## src/rtl/sar_adc_regs.svh

```systemverilog
// register offsets, field positions, reset values and timing counts of the converter
`ifndef SAR_ADC_REGS_SVH
`define SAR_ADC_REGS_SVH
`define ADC_CTRL0_OFS 4'h0
`define ADC_CTRL1_OFS 4'h1
`define ADC_RESH_OFS 4'h2
`define ADC_RESL_OFS 4'h3
`define ADC_FLAG_OFS 4'h4
`define ADC_IEN_OFS 4'h5
`define ADC_ON_BIT 0
`define ADC_GO_BIT 1
`define ADC_CHS_LSB 2
`define ADC_PREF_LSB 0
`define ADC_NREF_BIT 2
`define ADC_CLK_LSB 4
`define ADC_FMT_BIT 7
`define ADC_FLAG_BIT 0
`define ADC_IE_BIT 0
`define ADC_PIE_BIT 1
`define ADC_GIE_BIT 2
`define ADC_REG_RST 8'h00
`define ADC_CLK_NS 10
`define ADC_INSTR_NS 40
`define ADC_INSTR_CLKS ((`ADC_INSTR_NS + `ADC_CLK_NS - 1) / `ADC_CLK_NS)
`define ADC_HALF_TADS 23
`define ADC_SAR_MSB 10'h200
`define ADC_CH_PA 6'h00
`define ADC_CH_PB 6'h08
`define ADC_CH_PC 6'h10
`define ADC_CH_PORT_N 6'h07
`define ADC_CH_TEMP 6'h3c
`define ADC_CH_DAC 6'h3d
`define ADC_CH_FVR 6'h3e
`define ADC_CH_GND 6'h3f
`endif

```

## src/rtl/sar_adc_pkg.sv

```systemverilog
// types shared by the converter control logic
package sar_adc_pkg;

  typedef enum logic [1:0] {ST_IDLE, ST_DELAY, ST_CONV} conv_state_t;

  typedef struct packed {
    logic [3:0] addr;
    logic [7:0] wdata;
    logic wr;
    logic rd;
  } reg_req_t;

  typedef struct packed {
    logic [5:0] channel_select;
    logic channel_valid;
    logic [1:0] positive_reference_select;
    logic negative_reference_select;
    logic sample;
    logic [9:0] dac_code;
    logic power;
  } analog_ctrl_t;

  typedef struct packed {
    conv_state_t st;
    logic [2:0] dly;
    logic [5:0] div;
    logic [4:0] half;
    logic [2:0] conv_sel;
    logic [9:0] sar;
    logic [5:0] chs;
    logic on;
    logic go;
    logic fmt;
    logic [2:0] clk_sel;
    logic nref;
    logic [1:0] pref;
    logic [7:0] res_h;
    logic [7:0] res_l;
    logic flag;
    logic ie;
    logic pie;
    logic global_irq_enable;
    logic shut;
    logic [7:0] rdata;
    logic wake;
    logic vec;
  } adc_state_t;

endpackage

```

## src/rtl/sar_adc_conversion_control.sv

```systemverilog
// control logic of a 10-bit successive-approximation converter
//
// How it works
// six-bit channel field in control register zero routes one source to sample-hold
// sources: seven inputs each of ports a, b, c, temperature, dac, fixed ref, ground
// software waits a settling delay after changing channel before starting
// software selects ground channel before stepping down from a higher voltage
// two-bit field picks ref pin, supply, 2.048V or 4.096V; 4.096V absent on low-voltage
// one bit picks negative reference pin or device ground
// three-bit clock field divides system clock 2..64 or picks the rc clock
// one conversion lasts 11.5 bit periods
// divided conversion clock follows the system clock; rc clock is independent
// software selects the rc clock for conversions during sleep
// done flag set at every completion regardless of the interrupt enable
// hardware never clears the done flag; software clears it
// completion in sleep with interrupt enabled wakes; vectors when all enables set
// justify bit places result left or right across the result pair
// converter works only while on; writing one to go starts a conversion
// software must not turn on and set go in the same write
// completion clears go, sets the flag and loads both result registers
// reset returns all registers to reset values and ends any conversion
// with rc clock, start is delayed one instruction cycle after go
// sleep, rc clock, interrupt off: converter powers down after completion, on kept
// sleep with divided clock aborts conversion and powers down, on bit kept
// result found by successive approximation into the result pair
// go reads one for the whole conversion
// fixed channel code map; unassigned codes select no input
//
// The implementer's own choices: the strobed register port and the placing of the registers.
`timescale 1ns/10ps
`include "sar_adc_regs.svh"

module sar_adc_conversion_control #(
  parameter bit LOW_VOLTAGE = 1'b0
) (
  input wire ref_clk_i,
  input wire rstn_i,
  input sar_adc_pkg::reg_req_t bus_i,
  output logic [7:0] rdata_o,
  input wire sleep_i,
  input wire rc_tick_i,
  input wire comparator_i,
  output sar_adc_pkg::analog_ctrl_t analog_o,
  output logic wake_o,
  output logic isr_vector_o
);

  // ==========================================================================
  // functions
  // half bit period minus one, in system clocks
  function automatic logic [5:0] half_reload(input logic [2:0] sel);
    logic [5:0] r;
    r = 6'h00;
    case (sel)
      3'b000: r = 6'h00;
      3'b100: r = 6'h01;
      3'b001: r = 6'h03;
      3'b101: r = 6'h07;
      3'b010: r = 6'h0f;
      3'b110: r = 6'h1f;
      default: r = 6'h00;
    endcase
    return r;
  endfunction

  function automatic logic ch_valid(input logic [5:0] c);
    logic v;
    v = 1'b0;
    if (c >= `ADC_CH_PA && c < `ADC_CH_PA + `ADC_CH_PORT_N) v = 1'b1;
    if (c >= `ADC_CH_PB && c < `ADC_CH_PB + `ADC_CH_PORT_N) v = 1'b1;
    if (c >= `ADC_CH_PC && c < `ADC_CH_PC + `ADC_CH_PORT_N) v = 1'b1;
    if (c >= `ADC_CH_TEMP) v = 1'b1;
    return v;
  endfunction

  // keep or drop the trial bit, then try the next lower one
  function automatic logic [9:0] sar_step(input logic [9:0] s, input logic [3:0] idx,
                                          input logic cmp);
    logic [9:0] r;
    logic [3:0] b;
    r = s;
    b = 4'd9 - idx;
    if (!cmp) r[b] = 1'b0;
    if (b != 4'd0) r[b - 4'd1] = 1'b1;
    return r;
  endfunction

  // ==========================================================================
  // state
  sar_adc_pkg::adc_state_t q;
  sar_adc_pkg::adc_state_t d;
  logic done_evt;
  logic tick;
  logic rc_run;
  logic in_conv;

  assign rc_run = (q.conv_sel[1:0] == 2'b11);
  assign in_conv = (q.st == sar_adc_pkg::ST_CONV);

  // ==========================================================================
  // next state
  always_comb begin
    d = q;
    done_evt = 1'b0;
    tick = 1'b0;
    d.wake = 1'b0;
    d.vec = 1'b0;
    d.rdata = 8'h00;
    if (!sleep_i) d.shut = 1'b0;
    // conversion sequencing
    case (q.st)
      sar_adc_pkg::ST_IDLE: begin
      end
      sar_adc_pkg::ST_DELAY: begin
        if (q.dly == 3'h0) begin
          d.st = sar_adc_pkg::ST_CONV;
          d.div = half_reload(q.conv_sel);
          d.half = 5'h00;
        end else begin
          d.dly = q.dly - 3'h1;
        end
      end
      sar_adc_pkg::ST_CONV: begin
        if (rc_run) begin
          tick = rc_tick_i;
        end else if (q.div == 6'h00) begin
          tick = 1'b1;
          d.div = half_reload(q.conv_sel);
        end else begin
          d.div = q.div - 6'h01;
        end
        if (tick) begin
          d.half = q.half + 5'h01;
          if (q.half[0] && q.half < 5'd20) begin
            d.sar = sar_step(q.sar, q.half[4:1], comparator_i);
          end
          if (q.half == 5'(`ADC_HALF_TADS - 1)) begin
            done_evt = 1'b1;
          end
        end
      end
      default: d.st = sar_adc_pkg::ST_IDLE;
    endcase
    if (done_evt) begin
      d.st = sar_adc_pkg::ST_IDLE;
      d.go = 1'b0;
      if (q.fmt) begin
        d.res_h = q.sar[9:2];
        d.res_l = {q.sar[1:0], 6'h00};
      end else begin
        d.res_h = {6'h00, q.sar[9:8]};
        d.res_l = q.sar[7:0];
      end
      if (sleep_i && q.ie) begin
        d.wake = 1'b1;
        d.vec = q.pie && q.global_irq_enable;
      end
      if (sleep_i && rc_run && !q.ie) d.shut = 1'b1;
    end
    // register writes
    if (bus_i.wr) begin
      case (bus_i.addr)
        `ADC_CTRL0_OFS: begin
          d.chs = bus_i.wdata[`ADC_CHS_LSB +: 6];
          d.on = bus_i.wdata[`ADC_ON_BIT];
          if (q.st != sar_adc_pkg::ST_IDLE &&
              (!bus_i.wdata[`ADC_GO_BIT] || !bus_i.wdata[`ADC_ON_BIT])) begin
            d.st = sar_adc_pkg::ST_IDLE;
            d.go = 1'b0;
          end
          if (bus_i.wdata[`ADC_GO_BIT] && bus_i.wdata[`ADC_ON_BIT] && q.on && !q.shut &&
              q.st == sar_adc_pkg::ST_IDLE) begin
            d.go = 1'b1;
            d.conv_sel = q.clk_sel;
            d.sar = `ADC_SAR_MSB;
            d.half = 5'h00;
            d.div = half_reload(q.clk_sel);
            if (q.clk_sel[1:0] == 2'b11) begin
              d.st = sar_adc_pkg::ST_DELAY;
              d.dly = 3'(`ADC_INSTR_CLKS - 1);
            end else begin
              d.st = sar_adc_pkg::ST_CONV;
            end
          end
        end
        `ADC_CTRL1_OFS: begin
          d.fmt = bus_i.wdata[`ADC_FMT_BIT];
          d.clk_sel = bus_i.wdata[`ADC_CLK_LSB +: 3];
          d.nref = bus_i.wdata[`ADC_NREF_BIT];
          d.pref = bus_i.wdata[`ADC_PREF_LSB +: 2];
        end
        `ADC_FLAG_OFS: begin
          if (!bus_i.wdata[`ADC_FLAG_BIT]) d.flag = 1'b0;
        end
        `ADC_IEN_OFS: begin
          d.ie = bus_i.wdata[`ADC_IE_BIT];
          d.pie = bus_i.wdata[`ADC_PIE_BIT];
          d.global_irq_enable = bus_i.wdata[`ADC_GIE_BIT];
        end
        default: begin
        end
      endcase
    end
    // sleep with a divided clock stops everything
    if (sleep_i && q.clk_sel[1:0] != 2'b11) begin
      d.shut = 1'b1;
      if (q.st == sar_adc_pkg::ST_CONV && !rc_run) begin
        d.st = sar_adc_pkg::ST_IDLE;
        d.go = 1'b0;
      end
    end
    // set wins over a same-cycle clear
    if (done_evt) d.flag = 1'b1;
    // register reads
    if (bus_i.rd) begin
      case (bus_i.addr)
        `ADC_CTRL0_OFS: d.rdata = {q.chs, q.go, q.on};
        `ADC_CTRL1_OFS: d.rdata = {q.fmt, q.clk_sel, 1'b0, q.nref, q.pref};
        `ADC_RESH_OFS: d.rdata = q.res_h;
        `ADC_RESL_OFS: d.rdata = q.res_l;
        `ADC_FLAG_OFS: d.rdata = {7'h00, q.flag};
        `ADC_IEN_OFS: d.rdata = {5'h00, q.global_irq_enable, q.pie, q.ie};
        default: d.rdata = 8'h00;
      endcase
    end
  end

  // ==========================================================================
  // registers
  always_ff @(posedge ref_clk_i) begin
    if (!rstn_i) begin
      q <= '0;
    end else begin
      q <= d;
    end
  end

  // ==========================================================================
  // outputs
  assign rdata_o = q.rdata;
  assign wake_o = q.wake;
  assign isr_vector_o = q.vec;
  assign analog_o.channel_select = q.chs;
  assign analog_o.channel_valid = ch_valid(q.chs);
  // 4.096V code falls back to supply where it does not exist
  assign analog_o.positive_reference_select =
    (LOW_VOLTAGE && q.pref == 2'b11) ? 2'b01 : q.pref;
  assign analog_o.negative_reference_select = q.nref;
  assign analog_o.sample = !in_conv || q.half == 5'h00;
  assign analog_o.dac_code = q.sar;
  assign analog_o.power = q.on && !q.shut;
endmodule // sar_adc_conversion_control

```

## config.mk

```make
export PLATFORM = sky130hd
export DESIGN_NAME = sar_adc_conversion_control
export DESIGN_NICKNAME = d
export VERILOG_FILES = /design/src/rtl/sar_adc_pkg.sv /design/src/rtl/sar_adc_conversion_control.sv
export VERILOG_INCLUDE_DIRS = /design/src /design/src/rtl
export SDC_FILE = /design/constraint.sdc
export NUM_CORES = 1
export LEC_CHECK = 0
export BUFFER_PORTS_ARGS = -buffer_cell sky130_fd_sc_hd__buf_2
export CAP_MARGIN = 20
export CORE_MARGIN = 1
export CORE_UTILIZATION = 60
export CTS_CLUSTER_SIZE = 20
export DETAILED_ROUTE_END_ITERATION = 8
export GPL_ROUTABILITY_DRIVEN = 0
export PLACE_DENSITY = 0.83
export SYNTH_ARGS = -nofsm -noshare
export SYNTH_HDL_FRONTEND = slang
export SYNTH_SLANG_ARGS = --single-unit
export TNS_END_PERCENT = 50
```

## constraint.sdc

```tcl
create_clock -name ref_clk_i -period 4.3 [get_ports ref_clk_i]
set_clock_uncertainty 0.05 [all_clocks]
set_input_delay 1.29 -clock ref_clk_i [delete_from_list [all_inputs] [get_ports ref_clk_i]]
set_output_delay 1.29 -clock ref_clk_i [all_outputs]
set_load 0.03 [all_outputs]
```

Yosys cells after proc, flatten, opt, wreduce, memory -nomap -nowiden

Index checks and enable logic that the tools add are counted.

Register bits: 75
Bits of input ports: 19
Word-level logic and storage cells: 169

Add/subtract/negate cells: 5
Magnitude comparators: 12
Equality and inequality tests: 22
Mux-type cells: 60
Bitwise gates (word level): 3
Reduce and logical (&&, ||, !) cells: 44

Operators with widths:

| kind                                                                   | number |
|---|---|
| 10-bit 2-to-1 mux                                                      | 8 |
| 5-bit case mux with 5 select lines                                     | 2 |
| 8-bit case mux with 6 select lines                                     | 1 |
| 44-bit 2-to-1 mux                                                      | 1 |
| 37-bit 2-to-1 mux                                                      | 1 |
| 29-bit 2-to-1 mux                                                      | 1 |
| 1-bit 2-to-1 mux                                                       | 24 |
| 11-bit case mux with 2 select lines                                    | 1 |
| 3-bit equality test (second input constant)                            | 6 |
| 1-bit logical AND                                                      | 18 |
| 16-bit 2-to-1 mux                                                      | 1 |
| 2-bit 2-to-1 mux                                                       | 7 |
| 3-bit 2-to-1 mux                                                       | 4 |
| 6-bit 2-to-1 mux                                                       | 2 |
| 11-bit 2-to-1 mux                                                      | 1 |
| 10-bit AND                                                             | 1 |
| 4-bit by 5-bit < comparator with 1-bit output (second input constant)  | 2 |
| 10-bit NOT                                                             | 1 |
| 10-bit bitwise OR                                                      | 1 |
| 2-bit AND reduction                                                    | 5 |
| 3-bit AND reduction                                                    | 3 |
| 1-bit demux with 4-bit select                                          | 2 |
| 4-bit by 2-bit equality test with 1-bit output (second input constant) | 2 |
| 4-bit by 3-bit equality test with 1-bit output (second input constant) | 2 |
| other kinds (36)                                                       | 49 |

Logic depth before layout (Yosys ltp)

Depth in word-level cells: 21
Gate-level depth with buffers: 9
Gate-level depth less buffers: 8

Least setup slack after synthesis

OpenSTA, ideal clock, no wires.

Path kind: input to register
Start: input bus_i[10] (netlist bit)
End: register q[73] (netlist bit)
Library setup time: 59 ps
Data arrival time: 2579 ps
Required time: 4191 ps
Path slack: 1612 ps
Cell stages on the path: 6
Buffers on the path: 1
Cell sequence: clkbuf_1 -> nor2_2 -> nand2_1 -> nor2_1 -> nand2_1 -> a2bb2o_1

Cells in the longest elaborated chain, start to end: 5

Ends and longest elaborated chain:

| what                   | line                              | RTL |
|---|---|---|
| start: declaration     | sar_adc_conversion_control.sv:38  | `input sar_adc_pkg::reg_req_t bus_i,` |
| 4-bit zero test *      | sar_adc_conversion_control.sv:162 | `case (bus_i.addr)` |
| 37-bit 2-to-1 mux *    | sar_adc_conversion_control.sv:162 |  |
| 44-bit 2-to-1 mux *    | sar_adc_conversion_control.sv:161 | `if (bus_i.wr) begin` |
| 2-bit 2-to-1 mux       | sar_adc_conversion_control.sv:207 | `if (q.st == sar_adc_pkg::ST_CONV && !rc_run) begin` |
| 2-bit 2-to-1 mux *     | sar_adc_conversion_control.sv:205 | `if (sleep_i && q.clk_sel[1:0] != 2'b11) begin` |
| end signal: assignment | sar_adc_conversion_control.sv:232 | `q <= '0;` |
| end signal: assignment | sar_adc_conversion_control.sv:234 | `q <= d;` |
| end: declaration       | sar_adc_conversion_control.sv:90  | `sar_adc_pkg::adc_state_t q;` |

Every way passes the cells marked *; elsewhere a longest branch is shown, timed or not.
A chain may end at the register's enable or synchronous reset.

==> results.md <==
* Power Dens Cells at 286 nW/um^2
* DR pass1 iterations at 5
* R2R depth at 7
* Register area share after synthesis at 0.353
* Count of different cell masters after synthesis at 62
* HP Class: reg2reg
* TritonCTS buffer count at 9
* Critical path launch point: q[61]
* Unrepaired setup endpoints after global routing: no
* Worst EP required at 2.96 ns
* Final Setup Violations at 0
* Core Rows at 30
* Largest net degree at the start of global routing at 29
* Setup TNS at 0 ns
* Run status: completed
* CP startpoint kind: flip-flop
* Routed WL at 10000 um
* Initial Util at 0.623
* Vias in the first global route at 3476
* Worst R2R Setup Slack at 1.75 ns
* Crit path capture: analog_o[11]
* VDD IR max at 0.000150 V
* Critical-path top delay cell: dfxtp_1
* First-pass GRT wire length at 16600 um
* Top cells by area, synth: dfxtp_1, a21oi_1, ha_1
* Hold path depth at 2
* Worst-Margin Slew at 0.819 ns
* Diode count at 0
* Post-Syn Area at 4260 um^2
* Avg Synthesized Cell Area at 8.35 um^2
* CTS tree: built
* CTS resizes at 0
* Core area at 6830 um^2
* Hold_buf cts at 0
* Max incr delay on CP at 0.54 ns
* Share of cells above drive strength 1 at 0.166
* DRT iter0 DRCs at 192
* Critical path fanouts, max at 10
* Die X at 86.2 um
* CTS H-Tree Depth at 3
* RR Startpoint: q[64]
* Buffers on Ports at 50
* Via Count at 3759
* Max-cap viol count at 0
* Die height at 86.2 um
* Async S/R FF share, synth at 0
* Clk slew on worst S/H paths at 0.09 ns
* # IOs at 51
* Clock Sinks at 75
* Clk Latency, worst-skew pair at 0.35 ns
* Max Root-Sink Buffers at 2
* Fillers at 570
* Max-slew violation count at 0
* Antenna violations before repair at 0
* Top-area cell type share of the netlist area at 0.353
* CP arrival at 1.84 ns
* Register bit total from synthesis at 75
* Critical path class: reg2out
* Post-CTS setup repair buffer count at 0
* Syn_nets at 549
* Leak at 0.00173 uW
* Vias per inst at 6.07
* CP endpoint kind: output port
* CTS Root Buffer Type: clkbuf_8
* Yosys warnings at 0
* DR WL/cell at 16.2 um
* Final net count at 557
* DPL Wire Length at 7070 um
* Delay-heaviest family, CP: flip-flops
* FF-to-FF End: q[73]
* CP Cell Sequence: inv_1, ha_1, nand3b_1, nand2_1, buf_2
* Synth-to-layout area growth at 6.02%
* DRT antenna net count at 0
* Overall Global Routing Usage at 0.282
* Hold WS at 0.423 ns
* Final hold vios at 0
* Max Fclk at 314 MHz
* Rel. slew slack at 0.454
* Crit. path cell count at 5
* Min cycle time layout at 3.18 ns
* Synthesized netlist cell count at 510
* GRT overflow at 0
* Residual DRC at 0
* Final period util at 0.740
* Number of synthesized flops with an enable pin at 0
* Die area at 7440 um^2
* Cell taking the most area after synthesis: dfxtp_1
* Synth Flop Type: dfxtp_1
* Buf/Inv on CP at 2
-- Yosys cell counts (4+ instances only) --
cell      instances
dfxtp_1          75
a21oi_1          50
nand4_1           8
buf_4            28
nand3_1          25
a31oi_1           5
nor2b_1          19
a21boi_0          8
ha_1             20
or3_1             4
nor3_1            4
nand3b_1          8
inv_1            18
mux2i_1          16
xnor2_1           4
clkbuf_1         21
nor2_1           37
nand2_1          54
a211oi_1          4
o21ai_0          25
mux4_2            6
and3_1            4
nand2b_1          8
-- through the flow --
step / utilization / cells / setup slack [ns] / instance area [um^2] / power [uW]
3_5_place_dp: 0.632 / 603 / 1.23 / 4320 / 767
2_1_floorplan: - / 510 / 1.61 / 4260 / 749
5_1_grt: 0.661 / 619 / 0.997 / 4510 / 1330
6_report: 0.661 / 619 / 1.12 / 4510 / 1290
3_3_place_gp: 0.632 / 603 / 1.31 / 4320 / 765
4_1_cts: 0.661 / 619 / 1.15 / 4510 / 1290
-- cells by family after synthesis --
| family | synth area share |
|---|---|
| XOR/XNOR | 0.0103 |
| multiplexers | 0.0773 |
| AND/OR/NAND/NOR | 0.234 |
| AO/OA/AOI/OAI | 0.175 |
| adder cells (fa/ha/maj) | 0.0588 |
| buffers and inverters | 0.0917 |
| flip-flops | 0.353 |
-- worst reg2reg max path, stage by stage (launching register included) --
cell and delay [ns]:
dfxtp_1 0.36, inv_1 0.10, ha_1 0.19, nand2b_1 0.19, o31a_1 0.47, nor2_2 0.66, nor2_1 0.12, a2bb2o_1 0.30
-- registers in the layout, summed over array words and instances (netlist names) --
signal        flops
rdata_o           8
q                46
analog_o         19
wake_o            1
isr_vector_o      1
-- how the worst min path moves through the flow --
stage	startpoint	end	slack, ns
floorplan	q[18]	q[18]	0.38
global placement	q[19]	q[19]	0.39
detailed placement	q[19]	q[19]	0.40
CTS	q[16]	q[16]	0.42
global route	q[15]	q[15]	0.44
finish	q[16]	q[16]	0.42
-- cell usage in the layout (no fill, tap or decap), types with 8 or more instances in the layout --
| master | count |
|---|---|
| inv_1 | 18 |
| a21oi_1 | 50 |
| nand4_1 | 8 |
| nand3b_1 | 8 |
| mux2i_1 | 16 |
| nand2b_1 | 8 |
| nor2b_1 | 19 |
| nor2_1 | 37 |
| ha_1 | 20 |
| nand2_1 | 54 |
| a21boi_0 | 8 |
| o21ai_0 | 25 |
| dfxtp_1 | 75 |
| clkbuf_8 | 9 |
| buf_2 | 50 |
| nand3_1 | 25 |
-- where the power goes --
part,leakage [uW],switching [uW],total (uW),internal [uW]
registers,0.000604,3.47,700,696
logic,0.00103,33.2,51.7,18.5
clock network,0.0000955,312,538,226
-- area by class of cell --
cell class / instances / area [um^2] / share of cell area
Clock inverter: 7 / 70.1 / 0.0155
Timing Repair Buffer: 52 / 265 / 0.0588
Tap cell: 96 / 120 / 0.0266
Sequential cell: 75 / 1500 / 0.333
Clock buffer: 9 / 124 / 0.0274
Multi-Input combinational cell: 362 / 2370 / 0.524
Inverter: 18 / 67.6 / 0.0150
-- metal layers --
layer / routed length (um) / GRT usage / vias to the layer above
li1: - / - / 1799
met1: 4400 / 0.379 / 1779
met2: 4760 / 0.457 / 156
met3: 590 / 0.0400 / 25
met4: 262 / 0.118 / 0
met5: 0 / 0 / -
No activity file was read; power rests on OpenSTA's default activity.
